--- src/compat_regs_params.svh ---
`ifndef COMPAT_REGS_PARAMS_SVH
`define COMPAT_REGS_PARAMS_SVH

// Host I/O port addresses.
`define IO_SEQ_INDEX        16'h03C4
`define IO_SEQ_DATA         16'h03C5
`define IO_CRT_INDEX_MONO   16'h03B4
`define IO_CRT_DATA_MONO    16'h03B5
`define IO_CRT_INDEX_COLOR  16'h03D4
`define IO_CRT_DATA_COLOR   16'h03D5
`define IO_GFX_INDEX        16'h03CE
`define IO_GFX_DATA         16'h03CF
`define IO_ATTR_PORT_A      16'h03C0
`define IO_ATTR_PORT_B      16'h03C1

// Sequencer indexes.
`define SEQ_CLOCKING_MODE   3'h1
`define SEQ_FONT_MAP_SELECT 3'h3
`define SEQ_MEMORY_MODE     3'h4

// Timing-controller indexes.
`define CRT_HORIZONTAL_TOTAL 5'h00
`define CRT_HBLANK_END       5'h03
`define CRT_HRETRACE_END     5'h05
`define CRT_VERTICAL_TOTAL   5'h06
`define CRT_OVERFLOW_BITS    5'h07
`define CRT_PRESET_ROW       5'h08
`define CRT_MAX_SCAN_LINE    5'h09
`define CRT_CURSOR_FIRST_ROW 5'h0A
`define CRT_CURSOR_LAST_ROW  5'h0B
`define CRT_VRETRACE_BEGIN   5'h10
`define CRT_VRETRACE_FINISH  5'h11
`define CRT_UNDERLINE_ROW    5'h14
`define CRT_VBLANK_END       5'h16
`define CRT_MODE_CONTROL     5'h17

// Graphics and attribute indexes.
`define GFX_READ_PLANE_SELECT 4'h4
`define GFX_WRITE_MODE        4'h5
`define ATTR_MODE_CONTROL     5'h10
`define ATTR_BORDER_COLOUR    5'h11
`define ATTR_PLANE_ENABLE     5'h12

// Field positions and constants.
`define VRF_IRQ_ARM_BIT     4
`define VRF_IRQ_TRISTATE    5
`define MEM_MODE_ALPHA_BIT  0
`define HRE_ODD_START_BIT   7
`define FONT_REGION_SHIFT   13
`define HTOTAL_BIAS         9'h002
`define REG_RESET           8'h00
`define READ_IDLE_VALUE     8'h00

`endif

--- src/compat_regs_pkg.sv ---
package compat_regs_pkg;

  typedef logic [5:0] colour_t;

  typedef struct packed {
    logic [2:0]         seq_idx;
    logic [7:0]         seq_clocking_mode;
    logic [7:0]         seq_font_map_select;
    logic [7:0]         seq_memory_mode;
    logic [4:0]         crt_index_pointer;
    logic [7:0]         crt_horizontal_total;
    logic [7:0]         crt_hblank_end;
    logic [7:0]         crt_hretrace_end;
    logic [7:0]         crt_vertical_total;
    logic [7:0]         crt_overflow_bits;
    logic [7:0]         crt_preset_row;
    logic [7:0]         crt_max_scan_line;
    logic [7:0]         crt_cursor_first_row;
    logic [7:0]         crt_cursor_last_row;
    logic [7:0]         crt_vretrace_begin;
    logic [7:0]         crt_vretrace_finish;
    logic [7:0]         crt_underline_row;
    logic [7:0]         crt_vblank_end;
    logic [7:0]         crt_mode_control;
    logic [3:0]         gfx_idx;
    logic [7:0]         gfx_read_plane_select;
    logic [7:0]         gfx_write_mode;
    logic               attr_data_phase;
    logic [4:0]         attr_idx;
    logic [15:0][5:0]   attr_palette_entries;
    logic [7:0]         attr_mode_control;
    logic [7:0]         attr_border_colour;
    logic [7:0]         attr_plane_enable;
    logic               irq_latch;
    logic               pen_prev;
    logic [15:0]        pen_latch;
    logic [7:0]         rdata;
    colour_t            pixel;
    logic [1:0]         status_video;
  } state_t;

endpackage

--- src/char_skew.sv ---
module char_skew #(
  parameter int DEPTH = 3
) (
  input  wire logic       sys_clk,
  input  wire logic       rstn,
  input  wire logic       char_clk_en,
  input  wire logic       din,
  input  wire logic [1:0] skew,
  output logic            dout
);

  logic [DEPTH-1:0] stage_q;

  // Each stage advances by one character clock.
  always_ff @(posedge sys_clk or negedge rstn) begin
    if (!rstn) begin
      stage_q <= '0;
    end else if (char_clk_en) begin
      stage_q <= {stage_q[DEPTH-2:0], din};
    end
  end

  always_comb begin
    if (skew == 2'h0) begin
      dout = din;
    end else begin
      dout = stage_q[skew - 2'h1];
    end
  end

endmodule

--- src/legacy_compat_display_regs.sv ---
`include "compat_regs_params.svh"

// Contract
// RULE1 - Font map A picks one of four 8 KB plane-2 regions by bits 3:2.
// RULE2 - Font map B picks one of four 8 KB plane-2 regions by bits 1:0.
// RULE3 - Attribute bit 3 of each character chooses map A or map B.
// RULE4 - Memory mode bit 0 turns alpha mode and font selection on or off.
// RULE5 - Timing index and data sit at 3B4/3B5 mono, 3D4/3D5 colour.
// RULE6 - Timing index uses five low bits; upper three are unused.
// RULE7 - Horizontal total holds character times per line minus two.
// RULE8 - Blank end gives enable skew 0..3 and blank-off character count.
// RULE9 - Retrace end bit 7 picks odd or even start address after retrace.
// RULE10 - Vertical total holds frame length low eight bits in scan lines.
// RULE11 - Cursor end bits 6:5 skew cursor: 0, 0, 1 or 2 clocks.
// RULE12 - Software writes cursor end row as last shown row plus one.
// RULE13 - Indexes 10 and 11 write retrace; reads return light-pen bytes.
// RULE14 - Retrace start holds low eight bits of its scan line.
// RULE15 - Bit 5 low drives interrupt output from latch; high floats it.
// RULE16 - Bit 4 low clears latch when bit 5 low; high sets at display end.
// RULE17 - Software writes underline row as desired row minus one.
// RULE18 - Read plane select bits 2:0 name the plane a read returns.
// RULE19 - Write mode codes 0,1,2 select modes; code 3 acts as mode 1.
// RULE20 - Sixteen palette entries drive six colour outputs, one means on.
// RULE21 - Border colour uses palette encoding; zero for monochrome displays.
// RULE22 - Plane enable bits 5:4 route two colour signals to status bits.
// RULE23 - Attribute index and data share 3C0, with 3C1 behaving the same.
// RULE24 - Software keeps clocking mode bit 1 at zero in this mode.
module legacy_compat_display_regs (
  input  wire logic        sys_clk,
  input  wire logic        rstn,
  input  wire logic [15:0] io_addr,
  input  wire logic        io_wr,
  input  wire logic        io_rd,
  input  wire logic [7:0]  io_wdata,
  output logic      [7:0]  io_rdata,
  input  wire logic        mono_mode,
  input  wire logic        attr_flipflop_reset,
  input  wire logic        char_clk_en,
  input  wire logic        disp_en_raw,
  input  wire logic        cursor_raw,
  input  wire logic        char_attr_bit3,
  input  wire logic        vdisp_end,
  input  wire logic        pen_trigger,
  input  wire logic [15:0] pen_scan_addr,
  input  wire logic [3:0]  pixel_attr,
  input  wire logic        border_active,
  output logic             alpha_mode,
  output logic      [15:0] font_plane2_base,
  output logic      [8:0]  h_total_chars,
  output logic      [4:0]  hblank_end_count,
  output logic             hretrace_odd_start,
  output logic      [7:0]  v_total_low,
  output logic      [7:0]  vretrace_start_low,
  output logic      [3:0]  vretrace_end_low,
  output logic      [4:0]  cursor_first_row,
  output logic      [4:0]  cursor_last_row,
  output logic      [4:0]  underline_row,
  output logic      [4:0]  preset_row,
  output logic      [4:0]  max_scan_line,
  output logic      [4:0]  vblank_end,
  output logic      [4:0]  overflow_bits,
  output logic      [7:0]  crt_mode_bits,
  output logic      [7:0]  clocking_mode_bits,
  output logic      [2:0]  memory_mode_bits,
  output logic      [3:0]  attr_mode_bits,
  output logic      [3:0]  plane_enable_bits,
  output logic      [2:0]  read_plane,
  output logic      [1:0]  write_mode,
  output logic      [5:0]  gfx_mode_upper,
  output logic             disp_en_skewed,
  output logic             cursor_skewed,
  output logic             pixel_blue,
  output logic             pixel_green,
  output logic             pixel_red,
  output logic             pixel_secondary_blue,
  output logic             pixel_secondary_green,
  output logic             pixel_secondary_red,
  output logic      [1:0]  status_video,
  output logic             irq_out,
  output logic             irq_oe
);

  compat_regs_pkg::state_t s_q;
  compat_regs_pkg::state_t s_d;

  logic        pen_sync;
  logic [1:0]  cursor_skew;
  logic        crt_index_hit;
  logic        crt_data_hit;
  logic        attr_hit;
  logic [15:0] crt_index_port;
  logic [15:0] crt_data_port;
  logic [1:0]  font_region;
  compat_regs_pkg::colour_t pix_src;

  // The light-pen trigger is a pin, so it is synchronised before use.
  sync2 pen_sync_i (
    .sys_clk (sys_clk),
    .rstn    (rstn),
    .din     (pen_trigger),
    .dout    (pen_sync)
  );

  // Port addresses follow the display type.
  always_comb begin
    if (mono_mode) begin
      crt_index_port = `IO_CRT_INDEX_MONO; // see RULE5
      crt_data_port  = `IO_CRT_DATA_MONO;
    end else begin
      crt_index_port = `IO_CRT_INDEX_COLOR; // see RULE5
      crt_data_port  = `IO_CRT_DATA_COLOR;
    end
  end

  assign crt_index_hit = (io_addr == crt_index_port);
  assign crt_data_hit  = (io_addr == crt_data_port);
  // Both attribute ports decode identically. see RULE23
  assign attr_hit = (io_addr == `IO_ATTR_PORT_A) || (io_addr == `IO_ATTR_PORT_B);

  always_comb begin
    s_d = s_q;

    // Sequencer.
    if (io_wr && io_addr == `IO_SEQ_INDEX) begin
      s_d.seq_idx = io_wdata[2:0];
    end
    if (io_wr && io_addr == `IO_SEQ_DATA) begin
      unique case (s_q.seq_idx)
        `SEQ_CLOCKING_MODE:   s_d.seq_clocking_mode   = io_wdata;
        `SEQ_FONT_MAP_SELECT: s_d.seq_font_map_select = io_wdata;
        `SEQ_MEMORY_MODE:     s_d.seq_memory_mode     = io_wdata;
        default: begin
        end
      endcase
    end

    // Timing controller.
    if (io_wr && crt_index_hit) begin
      s_d.crt_index_pointer = io_wdata[4:0]; // see RULE6
    end
    if (io_wr && crt_data_hit) begin
      unique case (s_q.crt_index_pointer)
        `CRT_HORIZONTAL_TOTAL: s_d.crt_horizontal_total = io_wdata;
        `CRT_HBLANK_END:       s_d.crt_hblank_end       = io_wdata;
        `CRT_HRETRACE_END:     s_d.crt_hretrace_end     = io_wdata;
        `CRT_VERTICAL_TOTAL:   s_d.crt_vertical_total   = io_wdata;
        `CRT_OVERFLOW_BITS:    s_d.crt_overflow_bits    = io_wdata;
        `CRT_PRESET_ROW:       s_d.crt_preset_row       = io_wdata;
        `CRT_MAX_SCAN_LINE:    s_d.crt_max_scan_line    = io_wdata;
        `CRT_CURSOR_FIRST_ROW: s_d.crt_cursor_first_row = io_wdata;
        `CRT_CURSOR_LAST_ROW:  s_d.crt_cursor_last_row  = io_wdata;
        `CRT_VRETRACE_BEGIN:   s_d.crt_vretrace_begin   = io_wdata; // see RULE13
        `CRT_VRETRACE_FINISH:  s_d.crt_vretrace_finish  = io_wdata; // see RULE13
        `CRT_UNDERLINE_ROW:    s_d.crt_underline_row    = io_wdata;
        `CRT_VBLANK_END:       s_d.crt_vblank_end       = io_wdata;
        `CRT_MODE_CONTROL:     s_d.crt_mode_control     = io_wdata;
        default: begin
        end
      endcase
    end

    // Graphics controller.
    if (io_wr && io_addr == `IO_GFX_INDEX) begin
      s_d.gfx_idx = io_wdata[3:0];
    end
    if (io_wr && io_addr == `IO_GFX_DATA) begin
      unique case (s_q.gfx_idx)
        `GFX_READ_PLANE_SELECT: s_d.gfx_read_plane_select = io_wdata;
        `GFX_WRITE_MODE:        s_d.gfx_write_mode        = io_wdata;
        default: begin
        end
      endcase
    end

    // Attribute controller: one port alternates between index and data.
    if (io_wr && attr_hit) begin
      if (!s_q.attr_data_phase) begin
        s_d.attr_idx = io_wdata[4:0]; // see RULE23
      end else if (!s_q.attr_idx[4]) begin
        s_d.attr_palette_entries[s_q.attr_idx[3:0]] = io_wdata[5:0]; // see RULE20
      end else begin
        unique case (s_q.attr_idx)
          `ATTR_MODE_CONTROL:  s_d.attr_mode_control  = io_wdata;
          `ATTR_BORDER_COLOUR: s_d.attr_border_colour = io_wdata; // see RULE21
          `ATTR_PLANE_ENABLE:  s_d.attr_plane_enable  = io_wdata;
          default: begin
          end
        endcase
      end
      s_d.attr_data_phase = ~s_q.attr_data_phase;
    end
    // An external reset of the phase overrides a toggle in the same cycle,
    // so software always knows the port expects an index afterwards.
    if (attr_flipflop_reset) begin
      s_d.attr_data_phase = 1'b0;
    end

    // Interrupt latch: arming with bit 4 set lets the display end set it,
    // and with both bits low it is held clear. see RULE16
    if (s_d.crt_vretrace_finish[`VRF_IRQ_ARM_BIT] && vdisp_end) begin
      s_d.irq_latch = 1'b1;
    end else if (!s_d.crt_vretrace_finish[`VRF_IRQ_ARM_BIT]
                 && !s_d.crt_vretrace_finish[`VRF_IRQ_TRISTATE]) begin
      s_d.irq_latch = 1'b0;
    end

    // Light pen captures the scan address on each trigger rising edge.
    s_d.pen_prev = pen_sync;
    if (pen_sync && !s_q.pen_prev) begin
      s_d.pen_latch = pen_scan_addr;
    end

    // Reads: only the light-pen bytes are readable. see RULE13
    if (io_rd) begin
      s_d.rdata = `READ_IDLE_VALUE;
      if (crt_data_hit && s_q.crt_index_pointer == `CRT_VRETRACE_BEGIN) begin
        s_d.rdata = s_q.pen_latch[15:8];
      end else if (crt_data_hit && s_q.crt_index_pointer == `CRT_VRETRACE_FINISH) begin
        s_d.rdata = s_q.pen_latch[7:0];
      end
    end

    // Pixel colour: border during overscan, else the palette entry.
    s_d.pixel = pix_src; // see RULE20 RULE21

    // Video status multiplexer picks two of the six colour signals.
    unique case (s_q.attr_plane_enable[5:4])
      2'h0: s_d.status_video = {s_q.pixel[2], s_q.pixel[0]}; // see RULE22
      2'h2: s_d.status_video = {s_q.pixel[3], s_q.pixel[1]}; // see RULE22
      default: s_d.status_video = {s_q.pixel[5], s_q.pixel[4]}; // see RULE22
    endcase
  end

  always_comb begin
    if (border_active) begin
      pix_src = s_q.attr_border_colour[5:0]; // see RULE21
    end else begin
      pix_src = s_q.attr_palette_entries[pixel_attr]; // see RULE20
    end
  end

  always_ff @(posedge sys_clk or negedge rstn) begin
    if (!rstn) begin
      s_q <= '0;
    end else begin
      s_q <= s_d;
    end
  end

  // Font selection: attribute bit 3 set picks map A. see RULE3
  always_comb begin
    if (char_attr_bit3) begin
      font_region = s_q.seq_font_map_select[3:2]; // see RULE1
    end else begin
      font_region = s_q.seq_font_map_select[1:0]; // see RULE2
    end
  end

  assign alpha_mode = s_q.seq_memory_mode[`MEM_MODE_ALPHA_BIT]; // see RULE4
  // Outside alpha mode the base stays at the first region. see RULE4
  assign font_plane2_base = alpha_mode ? {1'b0, font_region, 13'h0000} : 16'h0000;

  assign h_total_chars      = {1'b0, s_q.crt_horizontal_total} + `HTOTAL_BIAS; // see RULE7
  assign hblank_end_count   = s_q.crt_hblank_end[4:0]; // see RULE8
  assign hretrace_odd_start = s_q.crt_hretrace_end[`HRE_ODD_START_BIT]; // see RULE9
  assign v_total_low        = s_q.crt_vertical_total; // see RULE10
  assign vretrace_start_low = s_q.crt_vretrace_begin; // see RULE14
  assign vretrace_end_low   = s_q.crt_vretrace_finish[3:0];
  assign cursor_first_row   = s_q.crt_cursor_first_row[4:0];
  // Stored as written; the row comparison lives in the row counter. see RULE12
  assign cursor_last_row    = s_q.crt_cursor_last_row[4:0];
  assign underline_row      = s_q.crt_underline_row[4:0]; // see RULE17
  assign preset_row         = s_q.crt_preset_row[4:0];
  assign max_scan_line      = s_q.crt_max_scan_line[4:0];
  assign vblank_end         = s_q.crt_vblank_end[4:0];
  assign overflow_bits      = s_q.crt_overflow_bits[4:0];
  assign crt_mode_bits      = s_q.crt_mode_control;
  // Bit 1 is passed as written; keeping it zero is up to software. see RULE24
  assign clocking_mode_bits = s_q.seq_clocking_mode;
  assign memory_mode_bits   = s_q.seq_memory_mode[2:0];
  assign attr_mode_bits     = s_q.attr_mode_control[3:0];
  assign plane_enable_bits  = s_q.attr_plane_enable[3:0];
  assign read_plane         = s_q.gfx_read_plane_select[2:0]; // see RULE18
  assign gfx_mode_upper     = s_q.gfx_write_mode[7:2];

  // The illegal code 3 folds onto write mode 1. see RULE19
  assign write_mode = (s_q.gfx_write_mode[1:0] == 2'h3) ? 2'h1 : s_q.gfx_write_mode[1:0];

  // Cursor skew codes 0 and 1 both mean no delay. see RULE11
  assign cursor_skew = (s_q.crt_cursor_last_row[6:5] == 2'h0) ? 2'h0
                     : s_q.crt_cursor_last_row[6:5] - 2'h1;

  char_skew #(.DEPTH(3)) disp_skew_i (
    .sys_clk     (sys_clk),
    .rstn        (rstn),
    .char_clk_en (char_clk_en),
    .din         (disp_en_raw),
    .skew        (s_q.crt_hblank_end[6:5]), // see RULE8
    .dout        (disp_en_skewed)
  );

  char_skew #(.DEPTH(3)) cursor_skew_i (
    .sys_clk     (sys_clk),
    .rstn        (rstn),
    .char_clk_en (char_clk_en),
    .din         (cursor_raw),
    .skew        (cursor_skew), // see RULE11
    .dout        (cursor_skewed)
  );

  assign pixel_blue            = s_q.pixel[0];
  assign pixel_green           = s_q.pixel[1];
  assign pixel_red             = s_q.pixel[2];
  assign pixel_secondary_blue  = s_q.pixel[3];
  assign pixel_secondary_green = s_q.pixel[4];
  assign pixel_secondary_red   = s_q.pixel[5];
  assign status_video          = s_q.status_video;

  // irq_out always follows the latch; irq_oe is high only while bit 5 is low. see RULE15
  assign irq_out  = s_q.irq_latch;
  assign irq_oe   = ~s_q.crt_vretrace_finish[`VRF_IRQ_TRISTATE];
  assign io_rdata = s_q.rdata;

endmodule

--- src/sync2.sv ---
module sync2 (
  input  wire logic sys_clk,
  input  wire logic rstn,
  input  wire logic din,
  output logic      dout
);

  logic meta_q;

  // The first stage feeds only the second stage.
  always_ff @(posedge sys_clk or negedge rstn) begin
    if (!rstn) begin
      meta_q <= 1'b0;
      dout   <= 1'b0;
    end else begin
      meta_q <= din;
      dout   <= meta_q;
    end
  end

endmodule

--- config.mk ---
export PLATFORM = sky130hd
export DESIGN_NAME = legacy_compat_display_regs
export DESIGN_NICKNAME = d
export VERILOG_FILES = /design/src/compat_regs_pkg.sv /design/src/char_skew.sv /design/src/legacy_compat_display_regs.sv /design/src/sync2.sv
export VERILOG_INCLUDE_DIRS = /design/src
export SDC_FILE = /design/constraint.sdc
export NUM_CORES = 1
export LEC_CHECK = 0
export ABC_AREA = 1
export BUFFER_PORTS_ARGS = -buffer_cell sky130_fd_sc_hd__buf_2
export CAP_MARGIN = 15
export CELL_PAD_IN_SITES_DETAIL_PLACEMENT = 2
export CELL_PAD_IN_SITES_GLOBAL_PLACEMENT = 2
export CORE_ASPECT_RATIO = 1.1
export CORE_MARGIN = 1.5
export CORE_UTILIZATION = 30
export DETAILED_ROUTE_END_ITERATION = 10
export GPL_TIMING_DRIVEN = 0
export HOLD_SLACK_MARGIN = 0.05
export PLACE_DENSITY = 0.75
export SLEW_MARGIN = 20
export SYNTH_ARGS = -nofsm -noshare
export SYNTH_HDL_FRONTEND = slang
export SYNTH_SLANG_ARGS = --single-unit
--- constraint.sdc ---
create_clock -name sys_clk -period 1.5 [get_ports sys_clk]
set_input_delay 0.15 -clock sys_clk [delete_from_list [all_inputs] [get_ports sys_clk]]
set_output_delay 0.15 -clock sys_clk [all_outputs]
set_load 0.02 [all_outputs]
# Word level (Yosys, flattened, before mapping)
# Index checks and enable logic that the tools add are counted.
# totals
wordCells	182
register_bits	302
output_inout_bits	145
in_bits	57
# op_classes
muxes	37
add_sub_neg	4
reduce_logical	48
magnitude_cmp	5
bitwise_logic	3
eq_ne	31
# op_table
cell	n
126-bit 2-to-1 mux	1
120-bit 2-to-1 mux	1
96-bit bitwise mux	1
16-bit by 10-bit == test with 1-bit output (second input constant)	6
96-bit 2-to-1 mux	1
8-bit 2-to-1 mux	8
5-bit == test (second input constant)	8
2-bit AND reduction	20
16-bit == test	2
30-bit 2-to-1 mux	1
6-bit binary-select mux with 4-bit select	1
6-bit demux with 4-bit select	1
24-bit 2-to-1 mux	1
6-bit 2-to-1 mux	4
5-bit by 4-bit == test with 1-bit output (second input constant)	4
5-bit by 3-bit == test with 1-bit output (second input constant)	3
15-bit 2-to-1 mux	1
7-bit 2-to-1 mux	2
1-bit logical AND	13
4-bit AND reduction	3
4-bit by 5-bit < comparator with 1-bit output (second input constant)	2
8-bit by 2-bit adder with 9-bit output (second input constant)	1
4-bit by 3-bit == test with 1-bit output (second input constant)	2
2-bit logical NOT	4
other kinds (19)	37

# Depth between registers and ports, before layout
# Gate-level depths: netlist of run 1.
# depth
depth_word	9
ltp_mapped	11
depth_no_buf	10

# Hierarchy
# From an unflattened synthesis of run 1, not the netlist that was laid out.
# unflattened
hier_cells	1755
hier_area_um2	13895.8
# modules_own_cells
mod	seq_area_each_um2	cells_per_inst	instances	area_per_inst_um2
legacy_compat_display_regs	6831.6	1707	1	13515.5
char_skew	75.1	23	2	165.2
sync2	50.0	2	1	50.0

# Worst setup path after synthesis of run 1
# OpenSTA, ideal clock, no wires.
# synth_path
path_kind	flip-flop to flip-flop
startpoint	register s_q[292] (netlist name)
endpoint	register s_q, in the netlist vretrace_start_low[5]
n_path_buf	2
path_stages_with_launch	9
setup_time_ns	0.131
synth_period_minus_slack_ns	1.576
t_required_ns	1.369
t_arrival_ns	1.445
slack_ns	-0.076
path_cell_list	dfrtp_1 > buf_2 > nor2_1 > inv_1 > nor3_4 > nand3_2 > clkbuf_1 > nand2_1 > o21ai_0
# synth_between
elab_chain_len	2
# synth_lines
element	line_no	rtl
start: declaration	legacy_compat_display_regs.sv:83	compat_regs_pkg::state_t s_q;
start signal: assignment	legacy_compat_display_regs.sv:244	s_q <= '0;
start signal: assignment	legacy_compat_display_regs.sv:246	s_q <= s_d;
5-bit == test	legacy_compat_display_regs.sv:142	unique case (s_q.crt_index_pointer)
2-bit AND reduction (no line)	n/a	
# No other way between the ends.
# A chain may end at the register's enable or synchronous reset.

# Worst setup path in the final report of run 1
# layout_path
startpoint	register s_q[225] (netlist name)
endpoint	output cursor_skewed
# layout_between
elab_chain_len	6
word_cells_on_any_way	8
cone_classes	add/sub (2); mux (4); reduce/logical (2)
# layout_lines
element	line_no	rtl
2-bit by 1-bit subtractor with 2-bit output or 2-bit logical NOT (tied branches)	legacy_compat_display_regs.sv:291, legacy_compat_display_regs.sv:290	
2-bit 2-to-1 mux *	legacy_compat_display_regs.sv:290	assign cursor_skew = (s_q.crt_cursor_last_row[6:5] == 2'h0) ? 2'h0
2-bit by 1-bit subtractor with 2-bit output	char_skew.sv:27	dout = stage_q[skew - 2'h1];
1-bit binary-select mux with 2-bit select	char_skew.sv:27	
1-bit 2-to-1 mux (implied by the code)	char_skew.sv:27	
1-bit 2-to-1 mux *	char_skew.sv:24	if (skew == 2'h0) begin
end: declaration	legacy_compat_display_regs.sv:71	output logic cursor_skewed,
# Every way passes the cells marked *; elsewhere a longest branch is shown, timed or not. The select of a mux whose other input is x is not followed.

==> flow_summary.yaml, run 1 <==
sta:
  fin_crit_ns: 2.14
  whs_ns: 0.109
  fmax_mhz: 466
  relSlewSlack: 0.310
  hold_viol_final: 0
  slew_violations: 0
  fin_setup_tns_ns: -20.52
  rsz0062_at_grt: "yes"
  finalSetupViolations: 168
  worst_pin_slew_ns: 1.04
  finalCritPeriodShare: 1.43
  finalClockSkew_ns: 0.0416
  finalWorstSetupSlack_ns: -0.645
clock_network:
  cts_buffers: 35
  cts_num_sinks: 281
  htree_num_levels: 2
  cts_tree: "yes"
  cts_buffer_depth: 3
  clock_latency_ns: 0.57
  cts_root_buffer: "clkbuf_16"
  clk_pin_slew_worst_paths_ns: 0.08
setup_path:
  critical_path.most_common_cell: "inv_2"
  path_cells: "nor2_2 -> inv_2 -> ha_4 -> inv_2 -> a21oi_2 -> o21ai_1 -> a22oi_2 -> buf_4"
  crit_type: "reg2out"
  critical_path.max_stage_delay_ns: 0.40
  r2r_start: "s_q[292]$_DFFE_PN0P_"
  cp.required_ns: 1.35
  worst_path_max_delay_cell: "dfrtp_1"
  reg2reg_to: "vretrace_start_low[6]$_DFFE_PN0P_"
  crit_buf_inv: 3
  crit_family: "flip-flops"
  cp.arrival_ns: 1.99
  r2r_cells: 9
  cp-end-kind: "output pin"
  startpoint_type: "flip-flop"
  crit_fanout: 2
  reg2reg_setup_slack_ns: -0.27
status:
  violations: "negative setup slack"
  outcome: "finished, violations left"
synth:
  synth.distinct_cells: 32
  yosys_most_used_dff: "dfrtp_1"
  syn_area_sq_um: 13600
  synth_enable_flop_cells: 0
  ys_seq_elements: 281
  synthArstFlopShare: 1.00
  synthCells: 1698
  netlist_top_cells_area: "dfrtp_1, nand2_1, buf_4"
  yosysTopAreaCell: "dfrtp_1"
  yosysTopAreaCellShare: 0.517
  yosysWarnings: 0
  syn_area_per_cell_sq_um: 8.01
  yosysSeqAreaShare: 0.517
drt:
  vias_per_cell: 5.05
  finalWirelength_microns: 60700
  num_vias: 13500
  drtIter0Drc: 606
  post_drt_wl_per_cell_microns: 22.8
  antenna_left: 0
  first_pass_iters: 5
  drc: 0
global_route:
  track_usage: 0.239
  grt_pass1_wl_microns: 84600
  grt.overflow.total: 0
  grt_pass1_vias: 14700
  grt_max_degree: 82
  antenna_found_initial: 1
finish:
  final_common_cell: "nand2_1"
  area_delta_synth_final_pct: 40.8
  layout.nets: 2122
  final_cell_mix: "nand2_1, dfrtp_1, buf_4"
  drive_gt1_frac: 0.351
floorplanning:
  die-area_sq_um: 46600
  rows: 81
  dieHeight_microns: 226
  io_pins: 202
  fp.dieW_microns: 206
  initial_utilization: 0.305
  core_area_sq_um: 44600
placement:
  place_congestion: 0.802
  portBuffers: 184
  dpl.hpwl_microns: 35600
pwr:
  p_leak_uw: 0.00977
  total_power_uw: 18200
  cellPowerDensity_nw_per_um2: 948
  irDropWorstVdd_mv: 0.593
job:
  max_cap_viol_count: 0
worst_hold_path:
  hold_class: "in2async"
cells in the mapped netlist (2+ instances only):
cell,number
a21oi_1,18
a22oi_1,2
a31oi_1,2
buf_1,7
buf_2,11
buf_4,122
buf_6,3
clkbuf_1,44
dfrtp_1,281
ha_1,3
inv_1,82
mux2_2,16
nand2_1,659
nand3_1,157
nand3_2,2
nand4_1,36
nor2_1,108
nor2_2,4
nor3_1,25
nor3_2,2
nor3_4,2
nor3b_1,3
o21ai_0,95
or2_2,2
xor2_1,5
report_power, final:
group	internal, uW	leakage, uW	total (uW)	switching [uW]
combinational	331	0.00536	1130	795
sequential	7680	0.00381	7740	58.0
clock	5640	0.000610	9290	3640
total	13700	0.00977	18200	4500
worst max-delay path by stage:
stage / start / end / slack, ns / cells after the start
4_1_cts: s_q[226]$_DFFE_PN0P_ / cursor_skewed / -0.65 / 9
3_3_place_gp: rstn / status_video[1]$_DFF_PN0_ / -5.40 / 1
3_5_place_dp: s_q[155]$_DFFE_PN0P_ / s_q[47]$_DFFE_PN0P_ / -0.77 / 7
2_1_floorplan: s_q[155]$_DFFE_PN0P_ / s_q[42]$_DFFE_PN0P_ / -0.06 / 7
6_report: s_q[225]$_DFFE_PN0P_ / cursor_skewed / -0.64 / 8
5_1_grt: s_q[225]$_DFFE_PN0P_ / cursor_skewed / -0.72 / 8
kinds of logic after synthesis:
| family | count (synthesis) | synth area share |
|---|---|---|
| AND/OR/NAND/NOR | 1004 | 0.309 |
| adder cells (fa/ha/maj) | 3 | 0.00276 |
| other | 1 | 0.000276 |
| multiplexers | 16 | 0.0132 |
| XOR/XNOR | 5 | 0.00322 |
| buffers and inverters | 271 | 0.111 |
| flip-flops | 281 | 0.517 |
| AO/OA/AOI/OAI | 117 | 0.0436 |
layer usage:
metal  vias to the layer above  global-route usage  part of all wire
met3                       126              0.0418             0.038
met4                         0              0.0769             0.034
met5                         -                   0                 0
met2                       353               0.435              0.53
li1                       6028                   -                 -
met1                      6965               0.281              0.40
area by class of cell:
type,instances,area [sq um]
clock buffers,53,1070
clock inverters,9,160
repair inverters,1,5.00
plain buffers,187,1280
flip-flops and latches,281,7040
diodes,1,2.50
repair buffers,312,2260
fillers,4915,25400
inverters,84,348
multi-input cells,1160,6230
well taps,581,727
per-stage QoR:
stage / util / instance area, sq um / instances / worst slack (ns)
after global placement: 0.344 / 15300 / 2476 / -5.40
after detailed placement: 0.346 / 15400 / 2479 / -0.769
after global routing: 0.429 / 19100 / 2669 / -0.715
after floorplan: - / 13700 / 1711 / -0.0616
after CTS: 0.406 / 18100 / 2629 / -0.649
final: 0.429 / 19100 / 2669 / -0.645
what timing repair did:
| item | 4_1_cts | 5_1_grt |
|---|---|---|
| gates cloned | 1 | 4 |
| hold buffers | 32 | 0 |
| setup buffers | 55 | 36 |
| resized for setup | 181 | 211 |
| setup endpoints to repair | 245 | 253 |
| hold endpoints to repair | 129 | 0 |
| pin swaps | 48 | 130 |
(Power assumes the default switching activity.)
==> run 2: changes to the inputs <==
Settings changed: BUFFER_PORTS_ARGS -buffer_cell sky130_fd_sc_hd__buf_2 to -buffer_cell sky130_fd_sc_hd__clkbuf_2.
==> run 2 against run 1 <==
- the run still ends with negative setup slack left
- combinational power hardly changed
- critical path depth down 3
- critical path type unchanged
- global-route usage about the same
- final cell count is 0.19% higher
==> flow_summary.yaml, run 2 (synthesis gave the netlist of run 1 again) <==
clock_network:
  cts_buffers: 36
  cts_buffer_depth: 3
  cts_tree: "yes"
  cts_num_sinks: 281
  clock_latency_ns: 0.58
  htree_num_levels: 2
  clk_pin_slew_worst_paths_ns: 0.08
  cts_root_buffer: "clkbuf_16"
drt:
  finalWirelength_microns: 65700
  drc: 0
  first_pass_iters: 4
  post_drt_wl_per_cell_microns: 24.6
  drtIter0Drc: 633
  num_vias: 13800
  antenna_left: 0
  vias_per_cell: 5.18
pwr:
  p_leak_uw: 0.00979
  cellPowerDensity_nw_per_um2: 910
  total_power_uw: 17700
  irDropWorstVdd_mv: 0.623
sta:
  slew_violations: 0
  hold_viol_final: 0
  worst_pin_slew_ns: 1.10
  finalClockSkew_ns: 0.0362
  finalWorstSetupSlack_ns: -0.665
  finalSetupViolations: 190
  relSlewSlack: 0.265
  rsz0062_at_grt: "yes"
  fmax_mhz: 462
  finalCritPeriodShare: 1.44
  fin_crit_ns: 2.16
setup_path:
  crit_fanout: 3
  crit_family: "flip-flops"
  worst_path_max_delay_cell: "dfrtp_1"
  reg2reg_to: "vretrace_start_low[2]$_DFFE_PN0P_"
  crit_buf_inv: 3
  path_cells: "buf_6 -> inv_6 -> nor3_4 -> xor2_2 -> clkbuf_8"
  cp.arrival_ns: 2.01
  cp-end-kind: "output pin"
  critical_path.max_stage_delay_ns: 0.48
  crit_type: "reg2out"
  startpoint_type: "flip-flop"
  cp.required_ns: 1.35
  critPathLaunch: "s_q[285]$_DFFE_PN0P_"
  r2r_cells: 9
  r2r_start: "s_q[294]$_DFFE_PN0P_"
  reg2reg_setup_slack_ns: -0.31
floorplanning:
  fp.dieW_microns: 206
  core_area_sq_um: 44600
  rows: 81
  dieHeight_microns: 226
  die-area_sq_um: 46600
  io_pins: 202
  initial_utilization: 0.305
finish:
  layout.nets: 2130
  area_delta_synth_final_pct: 43.2
  final_cell_mix: "nand2_1, dfrtp_1, clkbuf_2"
  final_common_cell: "nand2_1"
  fillers: 4850
  drive_gt1_frac: 0.375
global_route:
  grt.overflow.total: 0
  grt_max_degree: 84
  grt_pass1_wl_microns: 85200
  grt_pass1_vias: 14700
  track_usage: 0.239
  antenna_found_initial: 3
status:
  violations: "negative setup slack"
  outcome: "finished, violations left"
placement:
  dp_slack_ns: -0.831
  dpl.hpwl_microns: 35700
  place_congestion: 0.797
  portBuffers: 184
worst_hold_path:
  hold_class: "in2reg"
  hold_start: "io_wr"
  hold_path_end: "vretrace_start_low[4]$_DFFE_PN0P_"
  hold_path_depth: 4
job:
  max_cap_viol_count: 0
-- run 2: cell count changes in the layout (fill, tap and decap cells not counted), sizes merged --
cell,delta
dlygate4sd3,-1
clkinvlp,-1
bufinv,-2
clkinv,-3
inv,+4
diode,+1
buf,-165
clkbuf,+172
-- run 2: final cells by class --
type,count,area (sq um),area share
plain buffers,185,1270,0.0650
repair buffers,321,2510,0.129
multi-input cells,1160,6430,0.330
flip-flops and latches,281,7040,0.361
clock inverters,7,92.6,0.00475
clock buffers,52,1040,0.0535
diodes,2,5.00,0.000257
well taps,581,727,0.0373
inverters,84,364,0.0187
repair inverters,1,6.26,0.000321
-- run 2: worst reg2reg max path: cells and delay by family (launching register included) --
kind / cells / cell delay (ns)
AO/OA/AOI/OAI: 1 / 0.06
buffers and inverters: 4 / 0.58
flip-flops: 1 / 0.43
AND/OR/NAND/NOR: 4 / 0.61
-- run 2: stage by stage --
step | hold slack (ns) | util | setup TNS, ns | cells | area [sq um]
final | 0.123 | 0.437 | -23.63 | 2674 | 19500
after global placement | 0.262 | 0.344 | -1833.14 | 2476 | 15300
after floorplan | -0.146 | - | -0.801 | 1711 | 13700
after CTS | 0.0509 | 0.407 | -7.80 | 2628 | 18100
after global routing | 0.138 | 0.437 | -35.29 | 2674 | 19500
after detailed placement | 0.215 | 0.346 | -120.82 | 2479 | 15400
-- run 2: worst max path at each step --
stage | endpoint | depth (start not counted)
after floorplan | s_q[42]$_DFFE_PN0P_ | 7
after global placement | status_video[1]$_DFF_PN0_ | 1
after detailed placement | s_q[47]$_DFFE_PN0P_ | 7
after CTS | cursor_skewed | 9
after global routing | cursor_skewed | 8
final | h_total_chars[6] | 5
-- run 2: repair_timing --
item | 4_1_cts | 5_1_grt
pin swaps | 66 | 132
hold endpoints to repair | 116 | 0
setup buffers | 58 | 43
cloned | 2 | 4
endpoints found under the setup margin | 243 | 271
hold buffers | 31 | 0
gates resized for setup | 208 | 302
-- run 2: per-layer routing --
layer  vias to the layer above  track usage  share of wire
li1                       6040            -              -
met3                       215       0.0349          0.043
met5                         -            0        0.00029
met4                         2       0.0774          0.051
met1                      7139        0.287           0.38
met2                       450        0.435           0.52
-- run 2: power by group --
part,internal [uW],switching (uW),total (uW)
Sequential,7680,64.1,7750
Combinational,328,810,1140
Clock,5150,3700,8850
